`src/rtl/qdd_map.vh`:
```
// field layout, decode codes and reset values of the serial frame decoder
`ifndef QDD_MAP_VH
`define QDD_MAP_VH

`define QDD_FRAME_BITS 24
`define QDD_CNT_W 5
`define QDD_CNT_MAX 5'h19
`define QDD_CNT_FULL 5'h18

`define QDD_BIT_RW 23
`define QDD_BIT_ZERO 22
`define QDD_TGT_HI 21
`define QDD_TGT_LO 19
`define QDD_CH_HI 18
`define QDD_CH_LO 16
`define QDD_DATA_HI 15
`define QDD_DATA_LO 0

`define QDD_TGT_DATA 3'h0
`define QDD_TGT_RANGE 3'h1
`define QDD_TGT_POWER 3'h2
`define QDD_TGT_CTRL 3'h3

`define QDD_CH_A 3'h0
`define QDD_CH_B 3'h1
`define QDD_CH_C 3'h2
`define QDD_CH_D 3'h3
`define QDD_CH_ALL 3'h4

`define QDD_CODE_HI 15
`define QDD_CODE_LO 4
`define QDD_RANGE_BIPOLAR_MIN 3'h3
`define QDD_RANGE_BIPOLAR_MAX 3'h5
`define QDD_MID_CODE 13'h0800

`define QDD_RST_DATA 16'h0000
`define QDD_RST_RANGE 3'h0
`define QDD_RST_POWER 16'h0000
`define QDD_RST_CTRL 16'h0000

`endif

```
`src/rtl/qdd_frame_decoder.v`:
```
// serial command frame decoder with channel registers and code-to-level mapping
// What this block does
// frames are exactly twenty-four bits, MSB first
// first serial bit received becomes frame bit 23
// bit 23 selects read or write access
// host keeps bit 22 zero; reserved
// bits 21..19 pick data/range/power/control register
// bits 18..16 pick channel A-D or all
// bits 15..0 are the data field
// every target supports both write and read
// offset binary: 0x800 is zero level
// twos complement: zero code is zero level
// unipolar ranges use straight binary codes
// act only on complete frames, else discard
// static input picks bipolar coding; unipolar straight
`timescale 1ns/1ns
`include "qdd_map.vh"

module qdd_frame_decoder #(
  parameter NUM_CH = 4,
  parameter CODE_W = 12
) (
  input wire I_CORE_CLK,
  input wire I_RESETN,
  input wire I_SCLK,
  input wire I_SYNC_N,
  input wire I_SERIAL_DATA_IN,
  input wire I_CODING_TWOS,
  output reg O_FRAME_STROBE,
  output reg O_WRITE_STROBE,
  output reg O_READ_STROBE,
  output reg O_RESERVED_ERR,
  output reg [2:0] O_TARGET_SEL,
  output reg [2:0] O_CHANNEL_SEL,
  output reg [15:0] O_FRAME_DATA,
  output reg [15:0] O_READ_DATA,
  output wire [NUM_CH-1:0] O_BIPOLAR,
  output wire [NUM_CH*(CODE_W+1)-1:0] O_LEVEL
);

  // three-stage samplers for the link pins; only stage two feeds stage three
  reg [2:0] sclk_sync_reg;
  reg [2:0] sync_sync_reg;
  reg [2:0] din_sync_reg;
  reg sclk_flt_reg;
  reg sync_flt_reg;
  reg din_flt_reg;
  wire sclk_agree;
  wire sync_agree;
  wire din_agree;
  wire sclk_fall;
  wire sync_fall;
  wire sync_rise;

  always @(posedge I_CORE_CLK or negedge I_RESETN) begin
    if (!I_RESETN) begin
      sclk_sync_reg <= 3'h0;
      sync_sync_reg <= 3'h7;
      din_sync_reg <= 3'h0;
    end else begin
      sclk_sync_reg <= {sclk_sync_reg[1:0], I_SCLK};
      sync_sync_reg <= {sync_sync_reg[1:0], I_SYNC_N};
      din_sync_reg <= {din_sync_reg[1:0], I_SERIAL_DATA_IN};
    end
  end

  // a change counts only once the second and third stages agree
  assign sclk_agree = (sclk_sync_reg[1] == sclk_sync_reg[2]);
  assign sync_agree = (sync_sync_reg[1] == sync_sync_reg[2]);
  assign din_agree = (din_sync_reg[1] == din_sync_reg[2]);
  assign sclk_fall = sclk_agree & sclk_flt_reg & ~sclk_sync_reg[2];
  assign sync_fall = sync_agree & sync_flt_reg & ~sync_sync_reg[2];
  assign sync_rise = sync_agree & ~sync_flt_reg & sync_sync_reg[2];

  always @(posedge I_CORE_CLK or negedge I_RESETN) begin
    if (!I_RESETN) begin
      sclk_flt_reg <= 1'b0;
      sync_flt_reg <= 1'b1;
      din_flt_reg <= 1'b0;
    end else begin
      if (sclk_agree) begin
        sclk_flt_reg <= sclk_sync_reg[2];
      end
      if (sync_agree) begin
        sync_flt_reg <= sync_sync_reg[2];
      end
      if (din_agree) begin
        din_flt_reg <= din_sync_reg[2];
      end
    end
  end

  // serial command frame shifter; data is taken on the falling serial clock edge
  reg [`QDD_FRAME_BITS-1:0] frame_reg;
  reg [`QDD_CNT_W-1:0] bit_cnt_reg;
  wire in_frame;
  wire frame_done;

  assign in_frame = ~sync_flt_reg;

  always @(posedge I_CORE_CLK or negedge I_RESETN) begin
    if (!I_RESETN) begin
      frame_reg <= {`QDD_FRAME_BITS{1'b0}};
      bit_cnt_reg <= {`QDD_CNT_W{1'b0}};
    end else if (sync_fall) begin
      bit_cnt_reg <= {`QDD_CNT_W{1'b0}};
    end else if (in_frame && sclk_fall) begin
      // MSB first shift
      frame_reg <= {frame_reg[`QDD_FRAME_BITS-2:0], din_flt_reg};
      // count saturates past 24 so long frames are seen
      if (bit_cnt_reg != `QDD_CNT_MAX) begin
        bit_cnt_reg <= bit_cnt_reg + 5'h01;
      end
    end
  end

  // only a frame of exactly 24 bits ends in an action
  assign frame_done = sync_rise && (bit_cnt_reg == `QDD_CNT_FULL);

  // frame field split
  wire frame_read;
  wire [2:0] tgt_sel;
  wire [2:0] ch_sel;
  wire [15:0] data_fld;
  // direction flag
  assign frame_read = frame_reg[`QDD_BIT_RW];
  // target select field
  assign tgt_sel = frame_reg[`QDD_TGT_HI:`QDD_TGT_LO];
  // channel address field
  assign ch_sel = frame_reg[`QDD_CH_HI:`QDD_CH_LO];
  // data field
  assign data_fld = frame_reg[`QDD_DATA_HI:`QDD_DATA_LO];

  // target registers written by complete write frames
  reg [15:0] dac_data_reg [0:NUM_CH-1];
  reg [2:0] range_reg [0:NUM_CH-1];
  reg [15:0] power_reg;
  reg [15:0] ctrl_reg;
  wire wr_ok;
  assign wr_ok = frame_done & ~frame_read;

  genvar ch;
  generate
    for (ch = 0; ch < NUM_CH; ch = ch + 1) begin : g_ch
      wire ch_hit;
      wire [CODE_W-1:0] code;
      wire bipolar;
      reg [CODE_W:0] level_reg;
      reg [CODE_W:0] level_next;
      // single channel or broadcast to all four
      assign ch_hit = (ch_sel == ch[2:0]) || (ch_sel == `QDD_CH_ALL);

      always @(posedge I_CORE_CLK or negedge I_RESETN) begin
        if (!I_RESETN) begin
          dac_data_reg[ch] <= `QDD_RST_DATA;
          range_reg[ch] <= `QDD_RST_RANGE;
        end else if (wr_ok && ch_hit) begin
          // route by target select
          if (tgt_sel == `QDD_TGT_DATA) begin
            dac_data_reg[ch] <= data_fld;
          end
          if (tgt_sel == `QDD_TGT_RANGE) begin
            range_reg[ch] <= data_fld[2:0];
          end
        end
      end

      // only the upper twelve data bits carry the code; the rest are don't care
      assign code = dac_data_reg[ch][`QDD_CODE_HI:`QDD_CODE_LO];
      assign bipolar = (range_reg[ch] >= `QDD_RANGE_BIPOLAR_MIN) && (range_reg[ch] <= `QDD_RANGE_BIPOLAR_MAX);
      assign O_BIPOLAR[ch] = bipolar;

      // signed level in steps from zero output
      always @* begin
        level_next = {1'b0, code};
        if (!bipolar) begin
          // straight binary
          level_next = {1'b0, code};
        end else if (I_CODING_TWOS) begin
          // coding picked by static input
          // code is already signed
          level_next = {code[CODE_W-1], code};
        end else begin
          // midscale code is the zero level
          level_next = {1'b0, code} - `QDD_MID_CODE;
        end
      end

      always @(posedge I_CORE_CLK or negedge I_RESETN) begin
        if (!I_RESETN) begin
          level_reg <= {(CODE_W+1){1'b0}};
        end else begin
          level_reg <= level_next;
        end
      end
      assign O_LEVEL[ch*(CODE_W+1) +: CODE_W+1] = level_reg;
    end
  endgenerate

  // power and control targets are chip wide; power ignores the channel field, control takes it as a sub-command
  always @(posedge I_CORE_CLK or negedge I_RESETN) begin
    if (!I_RESETN) begin
      power_reg <= `QDD_RST_POWER;
      ctrl_reg <= `QDD_RST_CTRL;
    end else if (wr_ok) begin
      if (tgt_sel == `QDD_TGT_POWER) begin
        power_reg <= data_fld;
      end
      if (tgt_sel == `QDD_TGT_CTRL && ch_sel == `QDD_CH_B) begin
        ctrl_reg <= data_fld;
      end
    end
  end

  // readback selection; a broadcast read returns channel A
  reg [15:0] rd_next;
  reg [1:0] rd_ch;
  always @* begin
    rd_ch = (ch_sel == `QDD_CH_ALL) ? 2'h0 : ch_sel[1:0];
    case (tgt_sel)
      `QDD_TGT_DATA: rd_next = dac_data_reg[rd_ch];
      `QDD_TGT_RANGE: rd_next = {13'h0000, range_reg[rd_ch]};
      `QDD_TGT_POWER: rd_next = power_reg;
      `QDD_TGT_CTRL: rd_next = ctrl_reg;
      default: rd_next = 16'h0000;
    endcase
  end

  // decoded frame outputs; strobes last one cycle, fields hold until the next frame
  always @(posedge I_CORE_CLK or negedge I_RESETN) begin
    if (!I_RESETN) begin
      O_FRAME_STROBE <= 1'b0;
      O_WRITE_STROBE <= 1'b0;
      O_READ_STROBE <= 1'b0;
      O_RESERVED_ERR <= 1'b0;
      O_TARGET_SEL <= 3'h0;
      O_CHANNEL_SEL <= 3'h0;
      O_FRAME_DATA <= 16'h0000;
      O_READ_DATA <= 16'h0000;
    end else begin
      O_FRAME_STROBE <= frame_done;
      // write or read by direction flag
      O_WRITE_STROBE <= frame_done & ~frame_read;
      O_READ_STROBE <= frame_done & frame_read;
      if (frame_done) begin
        // a set reserved bit is flagged, the frame still acts
        O_RESERVED_ERR <= frame_reg[`QDD_BIT_ZERO];
        O_TARGET_SEL <= tgt_sel;
        O_CHANNEL_SEL <= ch_sel;
        O_FRAME_DATA <= data_fld;
        // read returns stored target value
        if (frame_read) begin
          O_READ_DATA <= rd_next;
        end
      end
    end
  end

endmodule // qdd_frame_decoder

```
`config.mk`:
```
export PLATFORM = sky130hd
export DESIGN_NAME = qdd_frame_decoder
export DESIGN_NICKNAME = d
export VERILOG_FILES = /design/src/rtl/qdd_frame_decoder.v
export VERILOG_INCLUDE_DIRS = /design/src /design/src/rtl
export SDC_FILE = /design/constraint.sdc
export NUM_CORES = 1
export LEC_CHECK = 0
export BUFFER_PORTS_ARGS = -buffer_cell sky130_fd_sc_hd__buf_2
export CAP_MARGIN = 0
export CORE_ASPECT_RATIO = 1.1
export CORE_MARGIN = 2
export CORE_UTILIZATION = 58
export DETAILED_ROUTE_END_ITERATION = 6
export GPL_ROUTABILITY_DRIVEN = 1
export PLACE_DENSITY = 0.79
export SLEW_MARGIN = 40
export SYNTH_ARGS = -nofsm -noshare
export SYNTH_HDL_FRONTEND = slang
export SYNTH_SLANG_ARGS = --single-unit
```
`constraint.sdc`:
```
create_clock -name I_CORE_CLK -period 3.1 [get_ports I_CORE_CLK]
set_clock_uncertainty 0.2 [all_clocks]
set_input_delay 0.155 -clock I_CORE_CLK [delete_from_list [all_inputs] [get_ports I_CORE_CLK]]
set_output_delay 0.155 -clock I_CORE_CLK [all_outputs]
set_load 0.02 [all_outputs]
```
==> impl_metrics.py, run 1 <==
metrics = {
    "status": {
        "status": "completed",
    },
    "finish": {
        "largest_reg_flops": 64,
        "fin_nets": 777,
        "drive_above_1_share_pct": 44.25,
        "fillCellCount": 1096,
        "area_delta_synth_final_pct": 16.31,
        "multi_input_area_um2": 3304,
        "register_area_um2": 6086,
        "n_antenna_cell": 0,
    },
    "timing": {
        "fmax_mhz": 375.7,
        "period_share_pct": 85.86,
        "finalSetupViolCount": 0,
        "worstMarginPinSlew_ps": 664.0,
        "hold_viol": 0,
        "slew_headroom_pct": 55.73,
        "slew_violations": 0,
        "fin_crit_ps": 2662,
        "fin_ws_ps": 438.3,
        "rsz0062_at_grt": "no",
        "finalSetupTns_ps": 0,
    },
    "yosys": {
        "synth_xor_area_share_pct": 1.181,
        "async_flop_share_pct": 100.0,
        "netlist_area_um2": 9638,
        "netlist_instances": 652,
        "synth.mux.area_fraction_pct": 22.78,
        "synth_top_family_by_area": "multiplexers",
        "ys_types": 44,
        "postSynthAreaPerCell_um2": 14.78,
        "synth_seq_cells": 243,
        "synth_top_flop_cell": "dfrtp_1",
        "synth_edf_count": 0,
        "synth-simple-area-share_pct": 6.426,
        "syn_nets": 661,
        "ys_warn_count": 0,
        "synthAdderAreaFrac_pct": 0.5972,
        "synth_compound_area_share_pct": 3.207,
        "synth-seq-area-share_pct": 63.14,
    },
    "critical_path": {
        "required_ps": 3290,
        "crit_path_end": "range_reg[1]",
        "critPathLaunch": "bit_cnt_reg[0]",
        "r2r_cells": 8,
        "crit_fanout": 26,
        "cp-end-kind": "flop",
        "cp_data_arrival_time_ps": 2850,
        "r2r_start": "bit_cnt_reg[0]",
        "worst-setup-path-type": "reg2reg",
        "worstSetupStartpointType": "flop",
        "r2r-end": "range_reg[1]",
        "r2r_setup_slack_ps": 440,
    },
    "routing": {
        "routedWlPerCell_um": 20.57,
        "postRouteAntennaNets": 0,
        "routed_wl_mm": 20.28,
        "drtIter0Drc": 353,
        "routed_via_density": 5.673,
        "drcViolationCount": 0,
        "dr_total_vias": 5594,
        "dr.pass1.iters": 5,
    },
    "cts": {
        "cts_root_buf": "clkbuf_16",
        "numCtsBuffers": 23,
        "cts.sinks": 243,
        "clk_latency_ps": 500,
        "clk_pin_slew_ps": 60,
        "cts_buffer_depth": 3,
        "cts_htree_levels": 1,
        "cts.repair.resized": 0,
        "cts_tree": "built",
    },
    "grt": {
        "grt_remaining_overflow": 0,
        "grt_pass1_wl_mm": 32.91,
        "grt_usage_pct": 23.66,
        "grt_max_degree": 85,
        "antenna_found_initial": 0,
        "grt_pass1_vias": 6107,
    },
    "place": {
        "preCtsSetupSlack_ps": 466.0,
        "place.gp.congestion": 0.8366,
        "detailed_place_hpwl_mm": 13.13,
        "io_buffers": 103,
    },
    "worst_hold_path": {
        "hold_path.class": "in2async",
    },
    "floorplanning": {
        "design.die.area_um2": 17670,
        "ios": 104,
        "row_count": 49,
        "initial_utilization_pct": 59.10,
        "die_x_um": 126.9,
        "dieHeight_um": 139.2,
        "coreArea_um2": 16310,
    },
    "power_and_ir_drop": {
        "p_total_mw": 6.320,
        "p_leak_nw": 6.019,
        "ir_drop_uv": 520.9,
        "p_per_area_nw_per_um2": 563.8,
    },
    "run": {
        "drv_cap": 0,
    },
}
## power breakdown
| group | switching [mW] | internal [mW] | total [mW] |
|---|---|---|---|
| sequential | 0.131 | 3.23 | 3.36 |
| clock | 1.13 | 1.65 | 2.78 |
| combinational | 0.103 | 0.0764 | 0.179 |
| total | 1.37 | 4.95 | 6.32 |
## layer usage
layer | routed length [µm] | GRT usage (%)
met5 | 0 | 0
met4 | 635 | 8.444
met3 | 1251 | 3.781
met2 | 10260 | 39.93
met1 | 8131 | 31.41
## cell type report
type	count	area share, %
sequential	243	54.29
multi-input combinational	359	29.48
timing repair buffer	133	7.032
clock buffer	33	5.916
tap	204	2.277
clock inverter	6	0.7367
inverter	8	0.2679
## per-stage QoR
step	utilization, %	hold slack [ps]	area, µm²	std cells
2_1_floorplan	-	-340.6	9638	652
3_3_place_gp	63.86	-13.58	10410	942
3_5_place_dp	63.86	-1.555	10410	942
4_1_cts	68.74	77.01	11210	986
5_1_grt	68.74	102.2	11210	986
6_report	68.74	34.19	11210	986
## worst max-delay path, cell delays in order (launching register included)
cell and delay [ps]:
dfrtp_1 430, inv_1 80, ha_1 130, and4b_1 210, nand2_1 300, inv_1 250
buf_4 360, nand4_1 240, mux2_2 340
## how the worst min path moves through the flow
stage | start | slack, ps | to | cells past startpoint
after floorplan | I_RESETN | -340 | O_CHANNEL_SEL[0] | 0
after global routing | I_RESETN | 100 | g_ch[3].level_reg[5] | 2
after global placement | I_RESETN | -10 | g_ch[2].level_reg[5] | 1
after detailed placement | I_RESETN | -2 | g_ch[3].level_reg[5] | 1
final | I_RESETN | 30 | g_ch[3].level_reg[5] | 2
after CTS | I_RESETN | 80 | ctrl_reg[13] | 2
## synth_stat cells, types with 4 or more instances
master / number / area [µm²]
a22o_1: 29 / 254.0
nand2_1: 81 / 304.0
mux4_2: 15 / 337.8
mux2_4: 10 / 150.1
mux2_2: 149 / 1678
dfrtp_1: 239 / 5981
buf_2: 13 / 65.06
xor2_1: 10 / 87.58
inv_1: 8 / 30.03
nand4_1: 4 / 25.02
dfstp_2: 4 / 105.1
buf_4: 5 / 37.54
clkbuf_1: 18 / 67.56
nor2_1: 20 / 75.07
## what timing repair did
action | 4_1_cts | 5_1_grt
buffers inserted | 0 | 0
hold buffers | 5 | 0
endpoints found under the hold margin | 130 | 0
## layout by cell type (no fill, tap or decap), types with 4 or more instances in the layout
cell	count
inv_1	8
nand2_1	81
xor2_1	10
buf_2	102
dfrtp_1	239
mux2_2	149
dfstp_2	4
buf_4	23
nor2_1	20
nand4_1	4
clkbuf_8	5
clkbuf_16	23
dlygate4sd3_1	5
clkbuf_1	5
mux2_4	10
mux4_2	15
a22o_1	29
## cell families (layout without fill, tap and decap cells)
kind of cell / Yosys count / in the layout
compound gates: 36 / 36
fa+ha+maj: 5 / 5
buf+inv: 50 / 180
xor+xnor: 13 / 13
mux: 177 / 177
flops: 243 / 243
simple gates: 128 / 128
No activity file was read; power rests on OpenSTA's default activity.
==> run 2, diff against run 1 <==
- CORE_ASPECT_RATIO: 1.1 -> 0.8
==> run 2 against run 1 <==
Net effect:
- via count rose by 0.20%
- fmax fell by 5.7%
- utilization barely moved
- sequential power barely moved
- clock power rose by 6%
- sequential share of layout area fell by 0.28 points
- critical path type unchanged
- largest cell class unchanged
==> impl_metrics.py, run 2 (synthesized netlist as in run 1, its figures left out) <==
metrics = {
    "run": {
        "drv_cap": 0,
    },
    "timing": {
        "fin_crit_ps": 2824,
        "slew_violations": 0,
        "worstMarginPinSlew_ps": 789.8,
        "slew_headroom_pct": 47.35,
        "hold_viol": 0,
        "finalSetupViolCount": 0,
        "finalSetupTns_ps": 0,
        "fmax_mhz": 354.1,
        "period_share_pct": 91.10,
        "rsz0062_at_grt": "no",
    },
    "grt": {
        "grt_pass1_vias": 6000,
        "grt_remaining_overflow": 0,
        "grt_use_met3_pct": 4.100,
        "grt_pass1_wl_mm": 33.70,
        "top_usage_layer": "met2",
        "antenna_found_initial": 0,
        "met1_usage_pct": 37.17,
        "grt_max_degree": 94,
        "grt_usage_pct": 24.57,
        "grt_use_met2_pct": 37.76,
    },
    "status": {
        "status": "completed",
    },
    "cts": {
        "cts_root_buf": "clkbuf_16",
        "clk_latency_ps": 500,
        "clk_pin_slew_ps": 60,
        "cts_buffer_depth": 3,
        "postCtsSetupBuffers": 0,
        "numCtsBuffers": 23,
        "cts.sinks": 243,
        "cts_htree_levels": 1,
        "cts_tree": "built",
    },
    "power_and_ir_drop": {
        "p_leak_nw": 6.040,
        "p_per_area_nw_per_um2": 576.7,
        "p_total_mw": 6.500,
        "ir_drop_uv": 435.9,
    },
    "routing": {
        "dr_total_vias": 5605,
        "routed_via_density": 5.599,
        "postRouteAntennaNets": 0,
        "routedWlPerCell_um": 20.59,
        "dr.pass1.iters": 4,
        "drtIter0Drc": 338,
        "routed_wl_mm": 20.61,
        "drcViolationCount": 0,
    },
    "finish": {
        "multi_input_area_um2": 3307,
        "largest_reg_flops": 64,
        "fin_util_pct": 68.74,
        "fin_nets": 774,
        "register_area_um2": 6087,
        "layout_commonest_cell": "dfrtp_1",
        "n_antenna_cell": 0,
        "fillCellCount": 1124,
        "final_cell_mix": "238 x dfrtp_1, 149 x mux2_2, 102 x buf_2",
        "instances_no_fill": 1001,
        "area_delta_synth_final_pct": 16.94,
        "drive_above_1_share_pct": 44.69,
    },
    "critical_path": {
        "cp_top_family": "simple AND/OR/NAND/NOR gates",
        "path_cells": "inv_1 -> ha_1 -> and4b_1 -> nand2_1 -> inv_1 -> nand4_2 -> mux2_2",
        "path_common_cell": "inv_1",
        "r2r_setup_slack_ps": 280,
        "cp_data_arrival_time_ps": 3000,
        "cp_slowest_stage_delay_ps": 600,
        "worstSetupStartpointType": "flop",
        "required_ps": 3280,
        "worst-setup-path-type": "reg2reg",
        "r2r_start": "bit_cnt_reg[0]",
        "crit_path_top_delay_cell": "nand4_2",
        "critPathBufInv": 2,
        "crit_fanout": 16,
        "critPathLaunch": "bit_cnt_reg[0]",
        "cp-end-kind": "flop",
    },
    "floorplanning": {
        "die_x_um": 148.1,
        "dieHeight_um": 119.3,
        "ios": 104,
        "design.die.area_um2": 17670,
        "initial_utilization_pct": 58.78,
        "coreArea_um2": 16400,
        "row_count": 42,
    },
    "place": {
        "dp_cells": 955,
        "detailed_place_hpwl_mm": 13.21,
        "place.gp.congestion": 0.7867,
        "io_buffers": 103,
    },
    "worst_hold_path": {
        "hold_path.class": "in2async",
    },
}
==> run 2: cell type report <==
class	instances	area share, %
Clock buffer	31	5.817
Clock inverter	10	1.332
Inverter	8	0.2664
Multi-Input combinational cell	359	29.34
Sequential cell	243	54.01
Tap cell	220	2.442
Timing Repair Buffer	130	6.794
==> run 2: worst paths after layout <==
| kind | cells after the start | to |
|---|---|---|
| hold / removal | 2 | dac_data_reg[59] |
| min in group I_CORE_CLK | 2 | din_sync_reg[0] |
| max in group asynchronous | 3 | sync_sync_reg[2] |
| hold reg to reg | 0 | din_sync_reg[1] |
| setup / recovery | 7 | dac_data_reg[35] |
| setup reg to reg | 7 | dac_data_reg[35] |
==> run 2: timing repair <==
action                                 in CTS  in global routing
resized for setup                           0                  0
hold buffers                                5                  0
endpoints found under the hold margin     100                  0
==> run 2: stage by stage <==
step / area (µm²) / hold WS, ps / worst slack [ps]
floorplan: 9638 / -340.6 / 754.5
CTS: 11270 / 85.47 / 317.4
detailed placement: 10410 / 9.054 / 305.9
finish: 11270 / 60.80 / 276.1
global route: 11270 / 93.38 / 124.6
global placement: 10410 / -1.327 / 486.8
==> run 2: routing by layer <==
metal  vias up  routed length (µm)
met5         -                   0
met4         0                 405
met3        27                1476
met2       169                9668
met1      2908                9056
li1       2501                   -
==> run 2: where the power goes <==
part           total, mW  switching [mW]  internal, mW  leakage (nW)
clock               2.96            1.14          1.81         0.403
combinational      0.179           0.104        0.0753          2.28
sequential          3.36           0.134          3.23          3.35
==> run 3, diff against run 2 <==
- ABC_AREA: unset -> 1
- CORE_UTILIZATION: 58 -> 53
- PLACE_DENSITY: 0.79 -> 0.76
- clock period: 3.1 -> 2.4 ns (I/O delays scaled with it)
==> run 3 against run 2 <==
Net effect:
- via count grew 27%
- fmax grew 24%
- setup slack lost 160 ps
- sequential share of layout area shrank 0.12 points
- die area grew 10%
- global-route usage shrank 1.3 points
- critical path depth grew 2
- utilization shrank 6.4 points
- largest cell class unchanged
- clock power grew 27%
- worst hold slack lost 12 ps
==> impl_metrics.py, run 3 <==
metrics = {
    "place": {
        "detailed_place_hpwl_mm": 14.53,
        "io_buffers": 103,
        "dp_cells": 1285,
        "preCtsSetupSlack_ps": 107.6,
        "place.gp.congestion": 0.8501,
    },
    "finish": {
        "final_cell_mix": "334 x nand2_1, 239 x dfrtp_1, 102 x buf_2",
        "layout_commonest_cell": "nand2_1",
        "fin_nets": 1097,
        "n_antenna_cell": 0,
        "fillCellCount": 1476,
        "instances_no_fill": 1336,
        "drive_above_1_share_pct": 22.15,
        "largest_reg_flops": 64,
        "area_delta_synth_final_pct": 15.73,
    },
    "floorplanning": {
        "initial_utilization_pct": 53.88,
        "coreArea_um2": 18110,
        "ios": 104,
        "dieHeight_um": 125.4,
        "row_count": 44,
        "die_x_um": 155.7,
        "design.die.area_um2": 19520,
    },
    "cts": {
        "cts_root_buf": "clkbuf_16",
        "cts.sinks": 243,
        "postCtsSetupBuffers": 0,
        "cts_htree_levels": 1,
        "cts_buffer_depth": 3,
        "clk_latency_ps": 510,
        "clk_pin_slew_ps": 60,
        "numCtsBuffers": 24,
        "cts_tree": "built",
    },
    "routing": {
        "dr_total_vias": 7140,
        "dr.pass1.iters": 5,
        "routedWlPerCell_um": 16.46,
        "drtIter0Drc": 753,
        "routed_wl_mm": 22.00,
        "routed_via_density": 5.344,
        "postRouteAntennaNets": 0,
        "drcViolationCount": 0,
    },
    "yosys": {
        "ys_types": 34,
        "synth-seq-area-share_pct": 62.37,
        "ys_warn_count": 0,
        "synth_area_leaders": "dfrtp_1 61%, nand2_1 13%, o21ai_2 4.3%, o21ai_0 3.1%, o21ai_1 2.8%",
        "postSynthAreaPerCell_um2": 9.897,
        "yosysMostFrequentCell": "nand2_1",
        "synth_edf_count": 0,
        "async_flop_share_pct": 100.0,
        "post-synth-top-area-cell": "dfrtp_1",
        "synth_seq_cells": 243,
        "yosys-top-cells-count": "334 x nand2_1, 239 x dfrtp_1, 60 x o21ai_0, 54 x o21ai_1, 50 x inv_1",
        "syn_nets": 995,
        "netlist_area_um2": 9758,
        "netlist_instances": 986,
        "yosysTopAreaCellShare_pct": 61.29,
        "synth_top_flop_cell": "dfrtp_1",
    },
    "grt": {
        "antenna_found_initial": 0,
        "grt_max_degree": 62,
        "grt_usage_pct": 23.22,
        "grt_remaining_overflow": 0,
        "grt_pass1_vias": 6856,
        "grt_pass1_wl_mm": 36.31,
    },
    "run": {
        "drv_cap": 0,
    },
    "critical_path": {
        "worstSetupStartpointType": "flop",
        "r2r_cells": 9,
        "crit_fanout": 32,
        "cp_data_arrival_time_ps": 2460,
        "path_common_cell": "nand2_1",
        "cp-end-kind": "flop",
        "worst-setup-path-type": "reg2reg",
        "required_ps": 2580,
        "r2r_setup_slack_ps": 120,
        "crit_path_top_delay_cell": "nand3_4",
        "cp_slowest_stage_delay_ps": 430,
        "path_cells": "inv_1 -> ha_1 -> nand2_1 -> nor2_2 -> nand2_2 -> nor2_4 -> nand3_4 -> nand2_1 -> o21ai_2",
    },
    "timing": {
        "worstMarginPinSlew_ps": 566.0,
        "fin_ws_ps": 116.3,
        "fin_crit_ps": 2284,
        "period_share_pct": 95.15,
        "fmax_mhz": 437.9,
        "rsz0062_at_grt": "yes",
        "finalSetupViolCount": 0,
        "slew_headroom_pct": 62.23,
        "slew_violations": 0,
        "hold_viol": 0,
    },
    "power_and_ir_drop": {
        "p_int_mw": 6.492,
        "p_leak_nw": 5.635,
        "p_sw_share_pct": 22.29,
        "pwr-share-clk_pct": 45.0,
        "p_total_mw": 8.354,
        "ir_drop_uv": 551.6,
        "switching_power_mw": 1.862,
        "combPwrFrac_pct": 4.6,
        "p_per_area_nw_per_um2": 739.7,
        "seqPwrFrac_pct": 50.4,
    },
    "worst_hold_path": {
        "hold_path.class": "in2reg",
        "hold_depth": 2,
    },
    "status": {
        "status": "completed",
    },
}
[run 3: cell count changes in the layout (fill, tap and decap cells not counted), moves of 39 or more]
| cell | change |
|---|---|
| nand2_1 | +253 |
| mux2_2 | -149 |
| o21ai_0 | +60 |
| o21ai_1 | +54 |
| o21ai_2 | +48 |
| inv_1 | +42 |
| nand3_1 | +39 |
[run 3: per-layer routing]
| layer | GRT usage, % | part of all wire, % | wire length (µm) | vias to the layer above |
|---|---|---|---|---|
| met5 | 0 | 0 | 0 | - |
| met4 | 5.397 | 1.9 | 420 | 0 |
| met1 | 36.40 | 48 | 10620 | 3473 |
| met3 | 4.055 | 6.4 | 1418 | 29 |
| li1 | - | - | - | 3396 |
| met2 | 34.02 | 43 | 9538 | 242 |
[run 3: worst max-delay path, delay by kind of cell (launching register included)]
kind	cells	cell delay, ps
AO/OA/AOI/OAI	1	70
adder cells (fa/ha/maj)	1	140
buffers and inverters	1	100
flip-flops	1	410
AND/OR/NAND/NOR	6	1210
[run 3: power by group through the flow]
| stage | combinational [mW] | clock (mW) | sequential, mW |
|---|---|---|---|
| after floorplan | 0.188 | 0 | 4.27 |
| after global placement | 0.376 | 0 | 4.28 |
| after detailed placement | 0.382 | 0 | 4.28 |
| after CTS | 0.392 | 3.82 | 4.21 |
| after global routing | 0.434 | 4.01 | 4.21 |
| final | 0.387 | 3.76 | 4.21 |
[run 3: timing repair]
item | CTS | global route
endpoints found under the hold margin | 254 | 0
hold buffers | 7 | 0
setup endpoints to repair | 0 | 43
resized for setup | 0 | 1
[run 3: layout make-up]
cell class	instances	area, µm²	area share, %
clock buffer	38	754.5	6.681
tap	230	287.8	2.548
clock inverter	6	55.05	0.4875
sequential	243	6086	53.89
timing repair buffer	130	798.3	7.068
multi-input combinational	633	3102	27.47
inverter	56	210.2	1.861
[run 3: through the flow]
step	utilization (%)	hold slack [ps]	cell area (µm²)	setup TNS (ps)
after floorplan	-	-375.6	9758	0
final	62.35	49.00	11290	0
after global routing	62.35	46.98	11290	-999.4
after global placement	57.48	-74.71	10410	0
after CTS	62.34	27.51	11290	0
after detailed placement	57.48	-71.45	10410	0
[run 3: cell families (layout without fill, tap and decap cells)]
group / count (synthesis) / count (layout) / synth area share (%)
AO/OA/AOI/OAI: 189 / 189 / 11.72
XOR/XNOR: 1 / 1 / 0.08977
adder cells (fa/ha/maj): 4 / 4 / 0.4873
buffers and inverters: 110 / 230 / 5.898
flip-flops: 243 / 243 / 62.37
AND/OR/NAND/NOR: 439 / 439 / 19.44
[run 3: worst paths after layout]
path | endpoint | start
min reg2reg | din_sync_reg[1] | din_sync_reg[0]
max | dac_data_reg[24] | bit_cnt_reg[0]
max reg2reg | dac_data_reg[24] | bit_cnt_reg[0]
min | sclk_sync_reg[0] | I_SCLK
max in group asynchronous | g_ch[0].level_reg[11] | I_RESETN
min in group asynchronous | g_ch[1].level_reg[11] | I_RESETN
